`src/design/pad_cfg_pkg.sv`:
```
// constants for the pin input-type and output-strength register bank
// assumes the core drives the page select from its own paging register
package pad_cfg_pkg;

    // --------------------------------------------------------------
    // pages
    // --------------------------------------------------------------
    localparam logic PAGE_0 = 1'b0;
    localparam logic PAGE_1 = 1'b1;

    // --------------------------------------------------------------
    // offsets, index 0 is port 0 and index 5 is port 5
    // --------------------------------------------------------------
    localparam logic [5:0][7:0] TYPE_ADDR = {
        8'hdc, 8'hda, 8'hac, 8'hb5, 8'hb3, 8'hb1
    };
    localparam logic [7:0] DRIVE_ADDR = 8'hb4;
    localparam logic [7:0] MODE_FIRST_ADDR = 8'hb3;
    localparam int P1_IDX = 1;

    // --------------------------------------------------------------
    // writable bits and reset values
    // --------------------------------------------------------------
    localparam logic [5:0][7:0] TYPE_WMASK = {
        8'hff, 8'h7f, 8'h7f, 8'hff, 8'hff, 8'hff
    };
    localparam logic [5:0][7:0] TYPE_RST = '0;
    localparam int DRIVE_W = 4;
    localparam logic [DRIVE_W-1:0] DRIVE_RST = 4'h0;
    localparam logic [7:0] MODE_FIRST_RST = 8'hff;
    localparam logic [7:0] RDATA_RST = 8'h00;

    // --------------------------------------------------------------
    // helpers
    // --------------------------------------------------------------
    function automatic logic sfr_hit(input logic [7:0] addr,
                                     input logic page,
                                     input logic [7:0] off,
                                     input logic pg);
        return (addr == off) && (page == pg);
    endfunction

    // push-pull is first mode bit 0 with second mode bit 1
    function automatic logic [DRIVE_W-1:0] push_pull(
        input logic [DRIVE_W-1:0] first,
        input logic [DRIVE_W-1:0] second);
        return ~first & second;
    endfunction

endpackage

```
`src/design/pad_cfg_if.sv`:
```
// carrier for register contents from the bank to the pad driver stage
// assumes both ends share one clock
`timescale 1ns/1ps
interface pad_cfg_if;
    import pad_cfg_pkg::*;
    logic [5:0][7:0] input_type;
    logic [DRIVE_W-1:0] drive;
    logic [7:0] mode_first;
    modport bank (output input_type, output drive, output mode_first);
    modport pads (input input_type, input drive, input mode_first);
endinterface

```
`src/design/pad_drive_out.sv`:
```
// registered pad controls from the bank contents
// assumes the second port 1 mode register arrives on the same clock
`timescale 1ns/1ps
module pad_drive_out
    import pad_cfg_pkg::*;
(
    // clock and reset
    input wire logic clock,
    input wire logic reset,
    // register contents
    pad_cfg_if.pads cfg,
    input wire logic [DRIVE_W-1:0] p1_mode_second,
    // pad controls
    output logic [5:0][7:0] schmitt_en,
    output logic [DRIVE_W-1:0] strength_large
);

    // --------------------------------------------------------------
    // next values
    // --------------------------------------------------------------
    logic [5:0][7:0] nxt_schmitt_en;
    logic [DRIVE_W-1:0] nxt_strength_large;

    always_comb begin
        nxt_schmitt_en = cfg.input_type;
        nxt_strength_large = cfg.drive
            & push_pull(cfg.mode_first[DRIVE_W-1:0], p1_mode_second);
    end

    always_ff @(posedge clock) begin
        if (reset) begin
            schmitt_en <= TYPE_RST;
            strength_large <= DRIVE_RST;
        end else begin
            schmitt_en <= nxt_schmitt_en;
            strength_large <= nxt_strength_large;
        end
    end
endmodule

```
`src/design/pad_cfg_bank.sv`:
```
// input-type and output-strength register bank on the core's sfr bus
// assumes the core supplies page, address and strobes on the same clock
`timescale 1ns/1ps
module pad_cfg_bank
    import pad_cfg_pkg::*;
(
    // clock and reset
    input wire logic clock,
    input wire logic reset,
    // sfr bus from the core
    input wire logic sfr_page,
    input wire logic [7:0] sfr_addr,
    input wire logic sfr_wr,
    input wire logic sfr_rd,
    input wire logic [7:0] sfr_wdata,
    output logic [7:0] sfr_rdata,
    output logic sfr_rvalid,
    // port 1 second mode bits, pins 0-3
    input wire logic [DRIVE_W-1:0] p1_mode_second,
    // pad controls
    output logic [5:0][7:0] schmitt_en,
    output logic [DRIVE_W-1:0] strength_large,
    output logic [7:0] p1_mode_first
);

    // --------------------------------------------------------------
    // registers
    // --------------------------------------------------------------
    logic [5:0][7:0] in_type_ff;
    logic [5:0][7:0] nxt_in_type;
    logic [DRIVE_W-1:0] drive_ff;
    logic [DRIVE_W-1:0] nxt_drive;
    logic [7:0] mode_first_ff;
    logic [7:0] nxt_mode_first;
    logic [7:0] rdata_ff;
    logic [7:0] nxt_rdata;
    logic rvalid_ff;
    logic nxt_rvalid;

    pad_cfg_if cfg ();

    always_comb begin
        nxt_in_type = in_type_ff;
        nxt_drive = drive_ff;
        nxt_mode_first = mode_first_ff;
        for (int i = 0; i < 6; i++) begin
            if (sfr_wr && sfr_hit(sfr_addr, sfr_page,
                                  TYPE_ADDR[i], PAGE_1)) begin
                nxt_in_type[i] = sfr_wdata & TYPE_WMASK[i];
            end
        end
        if (sfr_wr && sfr_hit(sfr_addr, sfr_page,
                              DRIVE_ADDR, PAGE_1)) begin
            nxt_drive = sfr_wdata[DRIVE_W-1:0];
        end
        if (sfr_wr && sfr_hit(sfr_addr, sfr_page,
                              MODE_FIRST_ADDR, PAGE_0)) begin
            nxt_mode_first = sfr_wdata;
        end
    end

    // --------------------------------------------------------------
    // read path, unmapped addresses read as zero
    // --------------------------------------------------------------
    always_comb begin
        nxt_rdata = RDATA_RST;
        nxt_rvalid = sfr_rd;
        if (sfr_rd) begin
            for (int i = 0; i < 6; i++) begin
                if (sfr_hit(sfr_addr, sfr_page, TYPE_ADDR[i], PAGE_1)) begin
                    nxt_rdata = in_type_ff[i];
                end
            end
            if (sfr_hit(sfr_addr, sfr_page, DRIVE_ADDR, PAGE_1)) begin
                nxt_rdata = {{(8-DRIVE_W){1'b0}}, drive_ff};
            end
            if (sfr_hit(sfr_addr, sfr_page, MODE_FIRST_ADDR, PAGE_0)) begin
                nxt_rdata = mode_first_ff;
            end
        end
    end

    // --------------------------------------------------------------
    // register updates
    // --------------------------------------------------------------
    always_ff @(posedge clock) begin
        if (reset) begin
            in_type_ff <= TYPE_RST;
            drive_ff <= DRIVE_RST;
            mode_first_ff <= MODE_FIRST_RST;
        end else begin
            in_type_ff <= nxt_in_type;
            drive_ff <= nxt_drive;
            mode_first_ff <= nxt_mode_first;
        end
    end

    // --------------------------------------------------------------
    // one-cycle read answer
    // --------------------------------------------------------------
    always_ff @(posedge clock) begin
        if (reset) begin
            rdata_ff <= RDATA_RST;
            rvalid_ff <= 1'b0;
        end else begin
            rdata_ff <= nxt_rdata;
            rvalid_ff <= nxt_rvalid;
        end
    end

    assign sfr_rdata = rdata_ff;
    assign sfr_rvalid = rvalid_ff;
    assign p1_mode_first = mode_first_ff;
    assign cfg.input_type = in_type_ff;
    assign cfg.drive = drive_ff;
    assign cfg.mode_first = mode_first_ff;

    // --------------------------------------------------------------
    // pad driver stage
    // --------------------------------------------------------------
    pad_drive_out u_pads (
        .clock(clock),
        .reset(reset),
        .cfg(cfg.pads),
        .p1_mode_second(p1_mode_second),
        .schmitt_en(schmitt_en),
        .strength_large(strength_large)
    );
endmodule

```
`config.mk`:
```
export PLATFORM = sky130hd
export DESIGN_NAME = pad_cfg_bank
export DESIGN_NICKNAME = d
export VERILOG_FILES = /design/src/design/pad_cfg_pkg.sv /design/src/design/pad_cfg_if.sv /design/src/design/pad_drive_out.sv /design/src/design/pad_cfg_bank.sv
export SDC_FILE = /design/constraint.sdc
export NUM_CORES = 1
export LEC_CHECK = 0
export BUFFER_PORTS_ARGS = -buffer_cell sky130_fd_sc_hd__buf_2
export CAP_MARGIN = 20
export CORE_MARGIN = 4
export CORE_UTILIZATION = 35
export DETAILED_ROUTE_END_ITERATION = 7
export GPL_TIMING_DRIVEN = 0
export PLACE_DENSITY_LB_ADDON = 0.3
export REMOVE_ABC_BUFFERS = 1
export SLEW_MARGIN = 10
export SYNTH_ARGS = -nofsm -noshare
export SYNTH_HDL_FRONTEND = slang
export SYNTH_SLANG_ARGS = --single-unit
```
`constraint.sdc`:
```
create_clock -name clock -period 4.9 [get_ports clock]
set_clock_uncertainty 0.15 [all_clocks]
set_input_delay 0.98 -clock clock [delete_from_list [all_inputs] [get_ports clock]]
set_output_delay 0.98 -clock clock [all_outputs]
set_load 0.1 [all_outputs]
```
# == After elaboration in Yosys (flattened, before gate mapping) ==
# Cells that the tools add are included.
# totals
out_inout_bits,69
ramBits,0
romBits,0
inputBits,25
register_bits,117
latchBits,0
wordCells,54
n_memories,0
# classes
n_mux,8
div_mod_pow,0
shift,0
reduce_logical,17
mul,0
eq_ne,7
addsub,0
bitwise,5
magnitude_cmp,0
# op_table
operator,n
two-way mux 8 bit,8
== test 8 bit (second input constant),7
logical AND 1 bit,16
AND 4 bit,2
inverter 4 bit,1
inverter 1 bit,2
OR reduction 2 bit,1

# == Longest topological paths before layout ==
# logic_depth
word_depth,10
ltp_mapped,7
ltp_nobuf,5

# == Modules after synthesis ==
# Synthesis repeated with hierarchy kept, for this count alone.
# unflattened
hier_cells,464
area_unflattened_um2,4540.6
# modules_own_cells
mod,cells_each,area_each_um2,instances,seq_area_each_um2
pad_cfg_bank,355,3098.0,1,1341.3
pad_drive_out,109,1442.6,1,1041.0

# == Least setup slack after synthesis ==
# Ideal clock, no wire load.
# synth_timing
path_kind,input -> register
startpoint,in sfr_addr[1]
endpoint,reg rdata_ff[3] (netlist: sfr_rdata[3])
t_required_ns,4.624
arrival_ns,2.045
path_stages,7
setup_ns,0.126
path_buffers,2
slack_ns,2.579
cell_sequence,nor2b_1 -> buf_2 -> and3b_1 -> buf_2 -> a222oi_1 -> a2bb2oi_1 -> nor2_1
# synth_via
elab_chain_len,10
elab_cells_between_ends,23
classes_between,7 x eq/ne; 8 x mux; 8 x reduce/logical
# synth_rtl
element,line_no,source
"start, declared",pad_cfg_bank.sv:12,"input wire logic [7:0] sfr_addr,"
== test 8 bit,pad_cfg_pkg.sv:40,return (addr == off) && (page == pg);
logical AND 1 bit,pad_cfg_pkg.sv:40,
two-way mux 8 bit (6 in a row),pad_cfg_bank.sv:70,"if (sfr_hit(sfr_addr, sfr_page, TYPE_ADDR[i], PAGE_1)) begin"
two-way mux 8 bit,pad_cfg_bank.sv:74,"if (sfr_hit(sfr_addr, sfr_page, DRIVE_ADDR, PAGE_1)) begin"
two-way mux 8 bit *,pad_cfg_bank.sv:77,"if (sfr_hit(sfr_addr, sfr_page, MODE_FIRST_ADDR, PAGE_0)) begin"
"end signal, assigned",pad_cfg_bank.sv:106,rdata_ff <= nxt_rdata;
"end, declared",pad_cfg_bank.sv:35,logic [7:0] rdata_ff;
# Every way passes the cells marked *; elsewhere a longest branch is shown, timed or not.
# A chain may end at the register's enable or synchronous reset.

# == Final worst setup path ==
# layout_timing
startpoint,in sfr_addr[1]
endpoint,reg mode_first_ff[3] (netlist: p1_mode_first[3])
# layout_via
elab_chain_len,3
# layout_rtl
element,line_no,source
== test 8 bit,pad_cfg_pkg.sv:40,
logical AND 1 bit,pad_cfg_pkg.sv:40,
logical AND 1 bit,pad_cfg_bank.sv:56,"if (sfr_wr && sfr_hit(sfr_addr, sfr_page,"
"end signal, assigned",pad_cfg_bank.sv:94,mode_first_ff <= nxt_mode_first;
"end, declared",pad_cfg_bank.sv:33,logic [7:0] mode_first_ff;
# No other way between the ends.

==> results.py <==
metrics = {
    "outcome": {
        "run_status": "complete, no violations",
    },
    "cts": {
        "ctsResizeCount": 0,
        "h-tree-depth": 4,
        "clock-sinks": 117,
        "cts_buffer_depth": 2,
        "clk_pin_slew_ps": 50,
        "cts_hold_buffers": 0,
        "cts_tree": "built",
        "worst_skew_pair.late_latency_ps": 410,
        "root_buffer": "clkbuf_16",
        "cts_buffers": 17,
        "postCtsSetupBuffers": 0,
    },
    "floorplan": {
        "die_h_um": 120,
        "core_area_mm2": 0.0122,
        "row_count": 40,
        "die_area_mm2": 0.0144,
        "die-width_um": 120,
        "initial_core_util_pct": 36.1,
        "io_pins": 94,
    },
    "finish": {
        "drive_above_1_share_pct": 26.7,
        "design_area_mm2": 0.00558,
        "n_fill_cell": 1139,
        "final_cell_mix": "dfxtp_1, buf_2, nor2_1, mux2i_1, nor2b_1",
        "layout.nets": 528,
        "final_common_cell": "dfxtp_1",
        "diodes": 0,
        "area_growth_syn_to_layout_pct": 26.9,
    },
    "global_routing": {
        "grt_start_max_net_pins": 61,
        "grt_pass1_wl_mm": 17.2,
        "grt_pass1_vias": 3212,
        "antenna_found_initial": 0,
        "track_usage_pct": 15.6,
        "grt_overflow": 0,
    },
    "worst_setup_path": {
        "crit_path_max_fanout": 13,
        "regToRegStartpoint": "cfg.input_type[9]$_SDFFE_PP0P_",
        "crit_slowest_cell": "nor2b_1",
        "startpoint": "sfr_addr[1]",
        "crit_type": "in2reg",
        "worstPathCellList": "buf_2 > nor2b_1 > and3b_1 > nand3_1 > nand2_1 > nand3b_1",
        "crit_arrival_ps": 3270,
        "critPathMaxStageDelay_ps": 680,
        "critical_path.startpoint_type": "primary input",
        "worst_setup_path_end_kind": "register",
        "worstPathRequired_ps": 5040,
    },
    "sta": {
        "holdWs_ps": 316,
        "finalHoldViolCount": 0,
        "maxSlewHeadroom_pct": 40.7,
        "fin_crit_ps": 3130,
        "worstMarginPinSlew_ps": 886,
        "finalSetupViolations": 0,
        "tns_ps": 0,
        "rsz0062_at_grt": "no",
        "post-route-period-util_pct": 63.9,
        "fmax_mhz": 319,
        "slew_viol_final": 0,
    },
    "hold_path": {
        "holdCritStartpoint": "cfg.input_type[29]$_SDFFE_PP0P_",
        "hold_path.class": "reg2reg",
    },
    "yosys": {
        "synth.distinct_cells": 44,
        "yosys-mux-area-fraction_pct": 13.2,
        "avgSynthCellArea_um2": 10.4,
        "ys_seq_area_share_pct": 53.3,
        "synthSimpleGateAreaFrac_pct": 21.6,
        "synth_warnings": 0,
        "yosys.area.top_type": "dfxtp_1",
        "syn_inst": 423,
        "synth_edf_count": 0,
        "async_flop_share_pct": 0,
        "synth.area.top_cells": "dfxtp_1, mux2i_1, nor2b_1",
        "synth_seq_cells": 117,
        "synth_area_mm2": 0.00439,
        "synthAdderAreaFrac_pct": 0,
        "synth_xor_area_share_pct": 0,
        "synthFlopType": "dfxtp_1",
        "synth_compound_gate_area_share_pct": 7.94,
        "synth_top_family_by_area": "simple AND/OR/NAND/NOR gates",
        "yosysTopAreaCellShare_pct": 53.3,
    },
    "power_and_ir_drop": {
        "power_leakage_nw": 2.61,
        "peakVddDrop_mv": 0.231,
        "power_mw": 2.34,
        "powerDensity_mw_per_mm2": 419,
    },
    "route": {
        "wire_per_inst_um": 15.9,
        "drcViolationCount": 0,
        "drtIter0Drc": 188,
        "ant_nets": 0,
        "dr.pass1.iters": 5,
        "routed_wl_mm": 10.9,
        "viasPerCell": 4.74,
        "num_vias": 3244,
    },
    "place": {
        "hpwl_mm": 7.42,
        "dpl-instance-area_mm2": 0.00494,
        "gp_congestion": 0.820,
        "port_buffers": 91,
    },
    "run": {
        "max_cap_violations": 0,
    },
}
## per-stage QoR
stage | setup WS [ps] | util (%) | cells
after detailed placement | 1400 | 40.6 | 651
final | 1770 | 45.9 | 684
after floorplan | 2330 | - | 391
after global routing | 1620 | 45.9 | 684
after CTS | 1830 | 45.8 | 683
after global placement | 1100 | 40.4 | 650
## logic make-up (layout without fill, tap and decap cells)
group | after synthesis | after routing
AOI/OAI and AO/OA | 42 | 42
buffers and inverters | 38 | 130
and+or+nand+nor | 167 | 167
other | 1 | 2
muxes | 58 | 58
DFF | 117 | 117
## final cells by class
type / instances / area (µm²) / share of cell area, %
sequential: 117 / 2340 / 42.0
tap: 168 / 210 / 3.77
clock inverter: 12 / 178 / 3.19
multi-input combinational: 269 / 1890 / 33.9
inverter: 5 / 18.8 / 0.337
clock buffer: 20 / 457 / 8.19
timing repair buffer: 93 / 483 / 8.66
## registers in the layout (all words and copies together), names as in the netlist
| signal | cells |
|---|---|
| sfr_rdata | 8 |
| u_pads.strength_large | 4 |
| u_pads.schmitt_en | 46 |
| cfg.input_type | 46 |
| sfr_rvalid | 1 |
| p1_mode_first | 8 |
| cfg.drive | 4 |
## worst max-delay path: cells and delay by family
kind,cells,cell delay [ps]
and+or+nand+nor,5,1930
buffers and inverters,1,340
## final timing paths
check | endpoint | slack [ps] | cells after the start
worst max-delay path | p1_mode_first[3]$_SDFFE_PP1P_ | 1770 | 6
worst min-delay path | u_pads.schmitt_en[29]$_SDFF_PP0_ | 320 | 2
worst max register to register | sfr_rdata[1]$_SDFF_PP0_ | 3370 | 5
worst min register to register | u_pads.schmitt_en[29]$_SDFF_PP0_ | 320 | 2
## synthesized netlist by cell type (2+ instances only)
master / count
nand3_1: 5
nand3b_1: 9
nor2b_1: 45
a31oi_1: 3
o2bb2ai_1: 12
a32o_1: 3
a222oi_1: 4
nand4_2: 2
a22oi_1: 4
clkbuf_1: 21
a21boi_0: 2
buf_2: 7
and3b_1: 2
and3_1: 3
nor4bb_1: 4
inv_1: 5
o21ai_1: 2
nor2_1: 60
nand2_1: 22
a2bb2oi_1: 4
mux2i_1: 58
nand3_2: 2
dfxtp_1: 117
o2111ai_1: 3
buf_4: 5
## power breakdown
part / internal (mW) / total (mW) / switching, mW
Clock: 0.876 / 1.30 / 0.427
Combinational: 0.0205 / 0.0806 / 0.0602
Sequential: 0.953 / 0.954 / 0.000403
## layer usage
layer	wire length, µm	up-vias	global-route usage (%)
met5	0	-	0
met4	155	0	6.59
li1	-	1604	-
met3	766	14	5.84
met1	4840	1528	19.4
met2	5110	98	24.3
Note: power is estimated with default switching activity, not from simulation.
